===== config.mk =====
export PLATFORM = sky130hd
export DESIGN_NAME = sms_top
export DESIGN_NICKNAME = d
export VERILOG_FILES = /design/src/rtl/sms_pkg.sv /design/src/rtl/sms_sync.sv /design/src/rtl/sms_top.sv
export SDC_FILE = /design/constraint.sdc
export NUM_CORES = 1
export LEC_CHECK = 0
export ABC_CLOCK_PERIOD_IN_PS = 3130
export BUFFER_PORTS_ARGS = -buffer_cell sky130_fd_sc_hd__buf_2
export CELL_PAD_IN_SITES_DETAIL_PLACEMENT = 2
export CELL_PAD_IN_SITES_GLOBAL_PLACEMENT = 2
export CORE_ASPECT_RATIO = 0.9
export CORE_MARGIN = 3
export CORE_UTILIZATION = 35
export CTS_BUF_LIST = sky130_fd_sc_hd__clkbuf_16
export DETAILED_ROUTE_END_ITERATION = 6
export GPL_ROUTABILITY_DRIVEN = 0
export PLACE_DENSITY_LB_ADDON = 0.1
export SLEW_MARGIN = 30
export SYNTH_ARGS = -nofsm -noshare
export SYNTH_HDL_FRONTEND = slang
export SYNTH_SLANG_ARGS = --single-unit

===== constraint.sdc =====
create_clock -name clock -period 3.13 [get_ports clock]
set_input_delay 0.313 -clock clock [delete_from_list [all_inputs] [get_ports clock]]
set_output_delay 0.313 -clock clock [all_outputs]
set_load 0.02 [all_outputs]

===== src/rtl/sms_pkg.sv =====
// constants and types used by the serial port; its synchroniser takes none of them
// assumes one 100 MHz bus clock and no software-visible registers
package sms_pkg;
  localparam int unsigned CLOCK_PERIOD_NS = 10;
  localparam int unsigned FRAME_BITS      = 8;
  localparam int unsigned HALF_W          = 10;
  localparam int unsigned EDGE_W          = 4;
  localparam int unsigned SYNC_STAGES     = 2;
  localparam int unsigned DIV_FASTEST     = 2;
  localparam int unsigned DIV_SLOWEST     = 2048;
  localparam int unsigned SLAVE_MIN_DIV   = 4;
  localparam logic [EDGE_W-1:0] EDGE_LAST       = 4'hf;
  localparam logic [HALF_W-1:0] HALF_RESET      = 10'h000;
  localparam logic [7:0]        SHIFT_RESET     = 8'h00;
  localparam logic [2:0]        BIT_LAST        = 3'h7;

  typedef enum logic [3:0] {
    SMS_IDLE  = 4'h1,
    SMS_LEAD  = 4'h2,
    SMS_SHIFT = 4'h4,
    SMS_LAG   = 4'h8
  } sms_state_type;
endpackage


===== src/rtl/sms_sync.sv =====
// two flip-flop synchroniser for a group of pin levels
// assumes the inputs are levels from outside the bus clock domain
`timescale 1ns/1ps
module sms_sync #(
  parameter int unsigned WIDTH = 1
) (
  input  wire logic             clock,
  input  wire logic             resetn,
  input  wire logic [WIDTH-1:0] async_in,
  input  wire logic [WIDTH-1:0] reset_value,
  output      logic [WIDTH-1:0] sync_out
);
  logic [WIDTH-1:0] meta_reg;
  logic [WIDTH-1:0] hold_reg;

  // stages keep the level xored with its idle value, so a zero reset reads as idle
  // first stage is read only by the second stage
  always_ff @(posedge clock or negedge resetn)
  begin
    if (!resetn)
    begin
      meta_reg <= '0;
      hold_reg <= '0;
    end
    else
    begin
      meta_reg <= async_in ^ reset_value;
      hold_reg <= meta_reg;
    end
  end

  assign sync_out = hold_reg ^ reset_value;
endmodule


===== src/rtl/sms_top.sv =====
// master/slave serial port shifting 8-bit frames, one bus clock domain
// assumes pins resolved outside from out/oe; control comes from same-clock logic
// Contract
// - port works as clock-generating master or as clock-receiving slave
// - master clock period programmable from 2 to 2048 bus clocks
// - bit order select clear shifts msb first, set shifts lsb first
// - selected slave drives its data output within three cycles of select falling at the pin
// - deselected slave releases its data output within three cycles of select rising at the pin
`timescale 1ns/1ps
module sms_top (
  input  wire logic        clock,
  input  wire logic        resetn,
  input  wire logic        master_mode,
  input  wire logic        lsb_first_select,
  input  wire logic        clock_polarity,
  input  wire logic        clock_phase,
  input  wire logic [9:0]  half_period_m1,
  input  wire logic [7:0]  tx_data,
  input  wire logic        start,
  output      logic        ready,
  output      logic        done,
  output      logic [7:0]  rx_data,
  output      logic        rx_valid,
  input  wire logic        serial_clock_pin_in,
  output      logic        serial_clock_pin_out,
  output      logic        serial_clock_pin_oe,
  input  wire logic        select_n_in,
  output      logic        select_n_out,
  output      logic        select_n_oe,
  input  wire logic        mosi_in,
  output      logic        mosi_out,
  output      logic        mosi_oe,
  input  wire logic        miso_in,
  output      logic        miso_out,
  output      logic        miso_oe
);
  sms_pkg::sms_state_type            state_reg;
  logic [sms_pkg::HALF_W-1:0]        half_reg;
  logic [sms_pkg::HALF_W-1:0]        half_hold_reg;
  logic [sms_pkg::EDGE_W-1:0]        edge_reg;
  logic [7:0]                        tx_reg;
  logic [7:0]                        rx_sh_reg;
  logic [7:0]                        rx_sh_next;
  logic [2:0]                        bit_reg;
  logic                              first_reg;
  logic [1:0]                        sample_pipe_reg;
  logic                              sclk_prev_reg;
  logic                              sel_prev_reg;
  logic [3:0]                        pins_sync;
  logic                              sclk_s;
  logic                              sel_n_s;
  logic                              mosi_s;
  logic                              miso_s;
  logic                              m_edge;
  logic                              m_active;
  logic                              s_edge;
  logic                              ev_edge;
  logic                              ev_lead;
  logic                              shift_ev;
  logic                              sample_now;
  logic                              sample_ev;
  logic                              in_bit;
  logic                              sel_fall;
  logic                              load_ev;
  logic [7:0]                        tx_next;

  // select idles high, so it resets to deselected
  sms_sync #(
    .WIDTH (4)
  ) u_sync (
    .clock       (clock),
    .resetn      (resetn),
    .async_in    ({serial_clock_pin_in, select_n_in, mosi_in, miso_in}),
    .reset_value (4'h4),
    .sync_out    (pins_sync)
  );
  assign {sclk_s, sel_n_s, mosi_s, miso_s} = pins_sync;

  assign m_active = (state_reg == sms_pkg::SMS_LEAD) || (state_reg == sms_pkg::SMS_SHIFT);
  assign m_edge   = master_mode && m_active && (half_reg == sms_pkg::HALF_RESET);
  assign s_edge   = !master_mode && !sel_n_s && (sclk_s != sclk_prev_reg);
  assign sel_fall = !master_mode && !sel_n_s && sel_prev_reg;
  assign ev_edge  = m_edge || s_edge;
  // leading edge leaves the idle level
  assign ev_lead  = master_mode ? !edge_reg[0] : (sclk_s != clock_polarity);
  assign shift_ev   = ev_edge && (clock_phase ? (ev_lead && !first_reg) : !ev_lead);
  assign sample_now = ev_edge && (clock_phase ? !ev_lead : ev_lead);
  // master samples the synchronised return line two cycles late, matching its latency
  assign sample_ev  = master_mode ? sample_pipe_reg[1] : sample_now;
  assign in_bit     = master_mode ? miso_s : mosi_s;
  assign rx_sh_next = lsb_first_select ? {in_bit, rx_sh_reg[7:1]} : {rx_sh_reg[6:0], in_bit};

  // master sequencer: lead, sixteen clock edges, lag
  always_ff @(posedge clock or negedge resetn)
  begin
    if (!resetn)
    begin
      state_reg     <= sms_pkg::SMS_IDLE;
      half_reg      <= sms_pkg::HALF_RESET;
      half_hold_reg <= sms_pkg::HALF_RESET;
      edge_reg      <= '0;
      done          <= 1'b0;
    end
    else
    begin
      done <= 1'b0;
      case (state_reg)
        sms_pkg::SMS_IDLE:
        begin
          if (master_mode && start)
          begin
            half_hold_reg <= half_period_m1;
            half_reg      <= half_period_m1;
            edge_reg      <= '0;
            state_reg     <= sms_pkg::SMS_LEAD;
          end
        end
        sms_pkg::SMS_LEAD, sms_pkg::SMS_SHIFT:
        begin
          if (!master_mode)
            state_reg <= sms_pkg::SMS_IDLE;
          else if (half_reg == sms_pkg::HALF_RESET)
          begin
            half_reg <= half_hold_reg;
            edge_reg <= edge_reg + 4'h1;
            if (edge_reg == sms_pkg::EDGE_LAST)
              state_reg <= sms_pkg::SMS_LAG;
            else
              state_reg <= sms_pkg::SMS_SHIFT;
          end
          else
            half_reg <= half_reg - 10'h001;
        end
        sms_pkg::SMS_LAG:
        begin
          if (half_reg == sms_pkg::HALF_RESET)
          begin
            state_reg <= sms_pkg::SMS_IDLE;
            done      <= 1'b1;
          end
          else
            half_reg <= half_reg - 10'h001;
        end
        default:
          state_reg <= sms_pkg::SMS_IDLE;
      endcase
    end
  end

  // master pins
  always_ff @(posedge clock or negedge resetn)
  begin
    if (!resetn)
    begin
      serial_clock_pin_out <= 1'b0;
      serial_clock_pin_oe  <= 1'b0;
      select_n_out         <= 1'b1;
      select_n_oe          <= 1'b0;
      mosi_oe              <= 1'b0;
      ready                <= 1'b0;
    end
    else
    begin
      serial_clock_pin_oe <= master_mode;
      select_n_oe         <= master_mode;
      mosi_oe             <= master_mode;
      ready               <= master_mode && (state_reg == sms_pkg::SMS_IDLE) && !start;
      if (m_edge)
        serial_clock_pin_out <= !serial_clock_pin_out;
      else if (!m_active)
        serial_clock_pin_out <= clock_polarity;
      if (state_reg == sms_pkg::SMS_IDLE)
        select_n_out <= !(master_mode && start);
      else if (state_reg == sms_pkg::SMS_LAG && half_reg == sms_pkg::HALF_RESET)
        select_n_out <= 1'b1;
    end
  end

  // slave data output follows the synchronised select
  always_ff @(posedge clock or negedge resetn)
  begin
    if (!resetn)
      miso_oe <= 1'b0;
    else
      miso_oe <= !master_mode && !sel_n_s;
  end

  // transmit shifter, shared by both roles
  assign load_ev = (master_mode && state_reg == sms_pkg::SMS_IDLE && start) || sel_fall;

  always_comb
  begin
    tx_next = tx_reg;
    if (load_ev)
      tx_next = tx_data;
    else if (shift_ev)
      tx_next = lsb_first_select ? {1'b0, tx_reg[7:1]} : {tx_reg[6:0], 1'b0};
  end

  // data pins take the next shifter bit, so the first bit is set up before the first edge
  always_ff @(posedge clock or negedge resetn)
  begin
    if (!resetn)
    begin
      tx_reg    <= sms_pkg::SHIFT_RESET;
      first_reg <= 1'b0;
      mosi_out  <= 1'b0;
      miso_out  <= 1'b0;
    end
    else
    begin
      tx_reg    <= tx_next;
      mosi_out  <= lsb_first_select ? tx_next[0] : tx_next[7];
      miso_out  <= lsb_first_select ? tx_next[0] : tx_next[7];
      if (load_ev)
        first_reg <= 1'b1;
      else if (ev_edge)
        first_reg <= 1'b0;
    end
  end

  // receive shifter; slave relies on the far master's slow clock to see every edge
  always_ff @(posedge clock or negedge resetn)
  begin
    if (!resetn)
    begin
      sample_pipe_reg <= 2'h0;
      sclk_prev_reg   <= 1'b0;
      sel_prev_reg    <= 1'b1;
      rx_sh_reg       <= sms_pkg::SHIFT_RESET;
      bit_reg         <= 3'h0;
      rx_data         <= sms_pkg::SHIFT_RESET;
      rx_valid        <= 1'b0;
    end
    else
    begin
      sample_pipe_reg <= {sample_pipe_reg[0], master_mode && sample_now};
      sclk_prev_reg   <= sclk_s;
      sel_prev_reg    <= sel_n_s;
      rx_valid        <= 1'b0;
      if (load_ev)
        bit_reg <= 3'h0;
      else if (sample_ev)
      begin
        rx_sh_reg <= rx_sh_next;
        bit_reg   <= bit_reg + 3'h1;
        if (bit_reg == sms_pkg::BIT_LAST)
        begin
          rx_data  <= rx_sh_next;
          rx_valid <= 1'b1;
        end
      end
    end
  end

  // helper: cycles since the last master clock toggle
  logic [11:0] gap_reg;
  always_ff @(posedge clock or negedge resetn)
  begin
    if (!resetn)
      gap_reg <= 12'h000;
    else if (m_edge || state_reg == sms_pkg::SMS_IDLE)
      gap_reg <= 12'h000;
    else
      gap_reg <= gap_reg + 12'h001;
  end
endmodule


# Word level (Yosys, flattened, before mapping)
# Cells that the tools add are included.
[classes]
addsub = 3
eq_ne = 15
mux = 38
bitwise = 3
reduce_logical = 38
[ops]
columns = ["cell", "count"]
rows = [
  ["$mux W10", 4],
  ["$mux W4", 8],
  ["$mux W8", 4],
  ["$pmux W10 S3", 1],
  ["$mux W1", 17],
  ["$logic_and A1 B1 Y1", 14],
  ["$ne A2 B2 Y1 const B", 6],
  ["$pmux W4 S3", 1],
  ["$logic_not A10 Y1", 1],
  ["$reduce_bool A2 Y1", 5],
  ["$sub A10 B1 Y10 const B", 1],
  ["$eq A4 B4 Y1 const B", 2],
  ["$pmux W4 S2", 1],
  ["$reduce_and A4 Y1", 2],
  ["$logic_not A1 Y1", 7],
  ["$mux W3", 2],
  ["$reduce_and A3 Y1", 2],
  ["$add A4 B1 Y4 const B", 1],
  ["$eq A4 B1 Y1 const B", 1],
  ["$eq A4 B2 Y1 const B", 1],
  ["$eq A4 B3 Y1 const B", 1],
  ["$reduce_and A2 Y1", 2],
  ["$add A3 B1 Y3 const B", 1],
  ["$eq A3 B3 Y1 const B", 1],
  ["other kinds (6)", 11],
]
[totals]
register_bits = 76
in_bits = 29
word_cells = 120

# Logic depth before layout (Yosys ltp)
# Gate-level depths: netlist (run 1).
[logic_depth]
word_depth = 9
mapped_depth = 8
mapped_depth_nobuf = 8

# By module
# A second synthesis (run 1) with hierarchy kept.
[unflattened]
cells_unflattened = 327
hier_area_um2 = 3663.5
[modules_own_cells]
columns = ["mod", "n_inst", "cells_each", "area_per_inst_um2", "seq_area_each_um2"]
rows = [
  ["sms_top", 1, 311, 3393.3, 1705.4],
  ["sms_sync", 1, 16, 270.3, 200.2],
]

# Least setup slack after synthesis (run 1)
# OpenSTA, ideal clock, no wires.
[synth_path]
path_kind = "flip-flop to flip-flop"
from = "reg half_reg[0] (netlist bit)"
to = "reg miso_out"
arrival_ns = 2.410
setup_slack_ns = 0.619
path_stages_with_launch = 8
path_buffers = 0
cell_sequence = "dfrtp_1 -> inv_1 -> ha_1 -> or4b_1 -> or4_4 -> a22oi_4 -> mux2_2 -> o32ai_1"
[synth_via]
elab_chain_cells = 7
[synth_rtl]
columns = ["item", "line", "rtl"]
rows = [
  ["start, declared", "sms_top.sv:38", "logic [sms_pkg::HALF_W-1:0] half_reg;"],
  ["start signal, assigned", "sms_top.sv:99", "half_reg <= sms_pkg::HALF_RESET;"],
  ["start signal, assigned", "sms_top.sv:113", "half_reg <= half_period_m1;"],
  ["start signal, assigned", "sms_top.sv:124", "half_reg <= half_hold_reg;"],
  ["$logic_not A10 Y1", "sms_top.sv:80", "assign m_edge = master_mode && m_active && (half_reg == sms_pkg::HALF_RESET);"],
  ["$logic_and A1 B1 Y1", "sms_top.sv:80", ""],
  ["$logic_or A1 B1 Y1", "sms_top.sv:83", "assign ev_edge = m_edge || s_edge;"],
  ["$logic_and A1 B1 Y1", "sms_top.sv:86", "assign shift_ev = ev_edge && (clock_phase ? (ev_lead && !first_reg) : !ev_lead);"],
  ["$mux W8", "sms_top.sv:196", "else if (shift_ev)"],
  ["$mux W8", "sms_top.sv:194", "if (load_ev)"],
  ["$mux W1", "sms_top.sv:214", "miso_out <= lsb_first_select ? tx_next[0] : tx_next[7];"],
  ["end signal, assigned", "sms_top.sv:214", ""],
  ["end, declared", "sms_top.sv:34", "output logic miso_out,"],
]
# Every way passes these cells. The select of a mux whose other input is x is not followed.
# A chain may end at the register's enable or synchronous reset.

# Worst setup path after layout (run 1)
# Ends and elaborated chain as after synthesis.

==> metrics.cfg, run 1 <==
[pwr]
total_power_mw = 2.91
leakagePower_nw = 2.04
p_per_area_nw_per_um2 = 649
worst_ir_drop_vdd_mv = 0.364

[finish]
final_cell_area_um2 = 4490
antenna_cells = 0
drive_above_1_share_pct = 34.4
fillers = 1102
final_cells = 519
layout.nets = 419
synthToLayoutAreaGrowth_pct = 18.1
postLayoutCoreUtil_pct = 43.1

[placement]
dpl.hpwl_um = 6950
placement.cell_area_um2 = 4180
dp_slack_ns = 0.263
io_buffer_count = 47
numPlacedInstances = 503

[synthesis]
avgSynthCellArea_um2 = 11.3
synth_top_area_share_pct = 48.1
netlist_instances = 335
synth_top_cell_by_area = dfrtp_1
synth_seq_cells = 76
synthTopCellsByArea = dfrtp_1 (48%), mux2_2 (13%), mux2i_1 (2.9%), o21ai_0 (2.5%), dfstp_2 (2.1%)
yosysWarningCount = 0
synthesis.area_um2 = 3800
syn_nets = 369
synth.distinct_cells = 56
synth-seq-area-share_pct = 50.1
synth_ff_type = dfrtp_1
synthArstFlopShare_pct = 100
synth-edff-count = 0

[sta]
timing.final.crit_share_pct = 91.7
maxSlewViolCount = 0
final.setup.tns_ns = 0
relSlewSlack_pct = 44.5
whs_ns = -0.0107
setup_viol = 0
tightest_slew_ns = 0.825
hold_viol = 3
rsz0062_at_grt = no
min_period_ns = 2.87
fmax_ghz = 0.348
finClkSkew_ns = 0.00941
worst_slack_ns = 0.260

[route]
wl_um = 10100
ant_nets = 0
viasPerCell = 5.51
first_pass_iters = 4
num_vias = 2862
drt_iter0_markers = 156
drc = 0
wl_per_cell_um = 19.5

[setup_path]
crit_family = simple AND/OR/NAND/NOR gates
reg2reg_depth = 7
critPathArrivalTime_ns = 3.10
cp_cell_sequence = inv_1, ha_1, or4b_1, or4_4, a22oi_4, mux2_2, o32ai_1
crit_path_end_kind = flop
r2r_setup_slack_ns = 0.26
cp_max_fo = 8
worst_path_max_delay_cell = or4_4
critical-path-max-stage-delay_ns = 0.61
reg2reg_from = half_reg[0]$_DFFE_PN0P_
critPathKind = reg2reg
crit_buf_inv = 1
required_ns = 3.36
r2r_end = miso_out$_DFF_PN0_
critPathLaunchType = flop

[status]
outcome = finished with violations
violations = negative hold slack

[die]
rows = 35
die_w_um = 116
core_region_area_um2 = 10400
die_h_um = 105
io_pins = 48
die_area_um2 = 12100
initial_core_util_pct = 36.5

[clock_network]
cts_tree = yes
cts_buffer_depth = 2
htreeDepth = 3
clkLatencyLatePin_ns = 0.34
clkSinkCount = 76
clkTransAtPathRegs_ns = 0.06
cts_buffers = 9
root_buffer = clkbuf_16
post_cts_buffers = 0
cts-resized-gates = 0
cts_hold_buf = 0

[global_route]
grt_pass1_vias = 3182
grt_pass1_wl_um = 17000
antenna_found_initial = 0
grt_max_degree = 77
grt_overflow = 0
track_usage_pct = 18.0

[worst_hold_path]
hp-class = in2async

[job]
drv_cap = 0

==> cells in the mapped netlist, drive strengths merged (2+ instances only) <==
cell type and number:
a211o 2, a21oi 9, a221oi 2, a222oi 3
a22o 5, a22oi 2, a31oi 2, and2 3
buf 12, clkbuf 9, dfrtp 73, dfstp 3
ha 5, inv 12, mux2 43, mux2i 11
nand2 13, nand2b 7, nand3 13, nor2 18
nor2b 8, nor3 8, nor4 5, nor4b 2
o2111a 2, o2111ai 3, o211ai 3, o21ai 26
o2bb2ai 5, o31ai 3, or4 3, or4b 4
xnor2 3, xor2 4
==> layer usage <==
layer	routed length, um	part of all wire [%]	vias to the layer above	global-route usage [%]
met5	0	0	-	0
met4	122	1.2	0	4.47
met3	379	3.7	11	5.27
met2	4870	48	61	27.8
met1	4770	47	1466	24.8
li1	-	-	1324	-
==> power breakdown <==
part           total [mW]  switching [mW]  internal (mW)  leakage, nW
Sequential           1.29           0.142           1.14        0.956
Combinational       0.541           0.290          0.252        0.927
Clock                1.08           0.454          0.630        0.152
==> worst max-delay path by stage <==
stage                     slack, ns  cells past startpoint               startpoint            endpoint
after floorplan                0.62                      7  half_reg[0]$_DFFE_PN0P_  miso_out$_DFF_PN0_
after global routing           0.04                      7  half_reg[0]$_DFFE_PN0P_  miso_out$_DFF_PN0_
after detailed placement       0.26                      7  half_reg[0]$_DFFE_PN0P_  miso_out$_DFF_PN0_
final                          0.26                      7  half_reg[0]$_DFFE_PN0P_  miso_out$_DFF_PN0_
after CTS                      0.24                      7  half_reg[0]$_DFFE_PN0P_  miso_out$_DFF_PN0_
after global placement         0.40                      7  half_reg[0]$_DFFE_PN0P_  miso_out$_DFF_PN0_
==> layout by cell type, fill, tap and decap left out, types with 5 or more instances in the layout <==
master,synthesis,final
a21oi_1,9,9
a22o_1,5,5
buf_2,5,46
buf_4,3,13
clkbuf_16,0,9
dfrtp_1,73,73
ha_1,5,5
inv_1,11,11
mux2_2,43,43
mux2i_1,11,11
nand2_1,13,13
nand2b_1,7,7
nand3_1,12,12
nor2_1,18,18
nor2b_1,8,8
nor3_1,7,7
o21ai_0,19,19
o21ai_1,5,5
o2bb2ai_1,5,5
==> area by class of cell <==
cell class,instances,area (um^2),area share (%)
multi-input combinational,226,1730,38.6
clock inverter,7,81.3,1.81
clock buffer,9,225,5.02
tap,129,161,3.60
timing repair buffer,60,339,7.56
sequential,76,1910,42.5
inverter,12,45.0,1.00
==> worst reg2reg max path, stage by stage (launching register included) <==
cell,delay (ns)
dfrtp_1,0.40
inv_1,0.13
ha_1,0.17
or4b_1,0.52
or4_4,0.61
a22oi_4,0.32
mux2_2,0.38
o32ai_1,0.24
==> cell families after synthesis <==
kind of cell	Yosys count	share of synthesized area, %
AND/OR/NAND/NOR	88	13.1
AO/OA/AOI/OAI	72	13.6
buffers and inverters	33	4.34
flip-flops	76	50.1
multiplexers	54	15.6
adder cells (fa/ha/maj)	5	1.65
XOR/XNOR	7	1.61
(Power assumes the default switching activity.)
==> inputs of run 2 (changes only) <==
--- a/config.mk
+++ b/config.mk
@@ -5,7 +5,7 @@
 export SDC_FILE = /design/constraint.sdc
 export NUM_CORES = 1
 export LEC_CHECK = 0
-export ABC_CLOCK_PERIOD_IN_PS = 3130
+export ABC_CLOCK_PERIOD_IN_PS = 3350
 export BUFFER_PORTS_ARGS = -buffer_cell sky130_fd_sc_hd__buf_2
 export CELL_PAD_IN_SITES_DETAIL_PLACEMENT = 2
 export CELL_PAD_IN_SITES_GLOBAL_PLACEMENT = 2
==> constraint.sdc (replaced) <==
create_clock -name clock -period 3.35 [get_ports clock]
set_input_delay 0.335 -clock clock [delete_from_list [all_inputs] [get_ports clock]]
set_output_delay 0.335 -clock clock [all_outputs]
set_load 0.02 [all_outputs]
==> metrics.cfg, run 2 (same netlist as run 1, synthesis figures left out) <==
[global_route]
grt_use_met3_pct = 4.34
grt_busiest_layer = met2
grt_pass1_vias = 3043
antenna_found_initial = 0
grt_util_met2_pct = 27.3
grt_max_degree = 77
grt_overflow = 0
met1_usage_pct = 24.7
grt_pass1_wl_um = 16700
track_usage_pct = 17.6

[clock_network]
cts-resized-gates = 0
htreeDepth = 3
cts_hold_buf = 0
cts_buffers = 9
post_cts_buffers = 0
clkSinkCount = 76
cts_buffer_depth = 2
clkTransAtPathRegs_ns = 0.07
clkLatencyLatePin_ns = 0.34
root_buffer = clkbuf_16
cts_tree = yes

[sta]
tightest_slew_ns = 0.790
relSlewSlack_pct = 46.8
fmax_ghz = 0.351
hold_viol = 0
whs_ns = 0.00580
finClkSkew_ns = 0.00931
maxSlewViolCount = 0
rsz0062_at_grt = no
min_period_ns = 2.85
worst_slack_ns = 0.497
final.setup.tns_ns = 0
setup_viol = 0
timing.final.crit_share_pct = 85.2

[setup_path]
critPathKind = reg2reg
r2r_setup_slack_ns = 0.50
critical-path-max-stage-delay_ns = 0.61
required_ns = 3.58
worst_path_max_delay_cell = or4_4
cp_cell_sequence = inv_1, ha_1, or4b_1, or4_4, a22oi_4, mux2_2, o32ai_1
critPathArrivalTime_ns = 3.09
crit_path_end_kind = flop
crit_buf_inv = 1
crit_family = simple AND/OR/NAND/NOR gates
cp_max_fo = 7
critPathLaunchType = flop

[route]
viasPerCell = 5.52
wl_per_cell_um = 19.3
drc = 0
first_pass_iters = 4
drt_iter0_markers = 99
num_vias = 2854
ant_nets = 0
wl_um = 9960

[die]
io_pins = 48
core_region_area_um2 = 10400
die_area_um2 = 12100
rows = 35
die_h_um = 105
initial_core_util_pct = 36.5
die_w_um = 116

[job]
drv_cap = 0

[pwr]
p_per_area_nw_per_um2 = 606
worst_ir_drop_vdd_mv = 0.249
leakagePower_nw = 2.02

[finish]
layout.nets = 417
final_cell_mix = dfrtp_1 (73), buf_2 (46), mux2_2 (43), o21ai_0 (19), nor2_1 (18)
synthToLayoutAreaGrowth_pct = 17.7
drive_above_1_share_pct = 34.0
antenna_cells = 0
final_common_cell = dfrtp_1
final_cells = 517

[placement]
io_buffer_count = 47
numPlacedInstances = 501
dpl.hpwl_um = 6860
dp_slack_ns = 0.529

[worst_hold_path]
hp-class = in2async

[status]
outcome = complete, no violations

## run 2: cell count changes in the layout (fill, tap and decap cells not counted), sizes merged
cell / delta
clkinvlp: +2
clkinv: -2
buf: -2
## run 2: metrics by stage
step	instance area, um^2	util (%)	power, mW
2_1_floorplan	3800	-	1.56
3_3_place_gp	4160	39.9	1.70
3_5_place_dp	4170	40.0	1.73
4_1_cts	4470	42.9	2.76
5_1_grt	4470	42.9	2.87
6_report	4470	42.9	2.71
## run 2: worst paths after layout
kind                                              start                      endpoint  depth (start not counted)
setup / recovery                half_reg[0]$_DFFE_PN0P_            miso_out$_DFF_PN0_                          7
hold / removal                                   resetn       edge_reg[1]$_DFFE_PN0P_                          1
setup reg to reg                half_reg[0]$_DFFE_PN0P_            miso_out$_DFF_PN0_                          7
hold reg to reg            u_sync.meta_reg[0]$_DFF_PN0_  u_sync.hold_reg[0]$_DFF_PN0_                          0
max in group asynchronous                        resetn       half_reg[8]$_DFFE_PN0P_                          1
min in group clock                              mosi_in  u_sync.meta_reg[1]$_DFF_PN0_                          1
## run 2: report_power, final
part / switching [mW] / total (mW) / internal (mW)
clock network: 0.417 / 1.01 / 0.589
registers: 0.138 / 1.21 / 1.07
logic: 0.266 / 0.499 / 0.233
total: 0.820 / 2.71 / 1.89
## run 2: cell type report
cell class | count | area (um^2)
fillers | 1108 | 5950
flip-flops and latches | 76 | 1910
clock buffers | 9 | 225
multi-input cells | 226 | 1730
repair buffers | 58 | 324
well taps | 129 | 161
clock inverters | 7 | 82.6
inverters | 12 | 45.0
## run 2: metal layers
| metal | wire length [um] | up-vias |
|---|---|---|
| met4 | 90 | 0 |
| met5 | 0 | - |
| li1 | - | 1322 |
| met2 | 4700 | 53 |
| met1 | 4820 | 1471 |
| met3 | 347 | 8 |
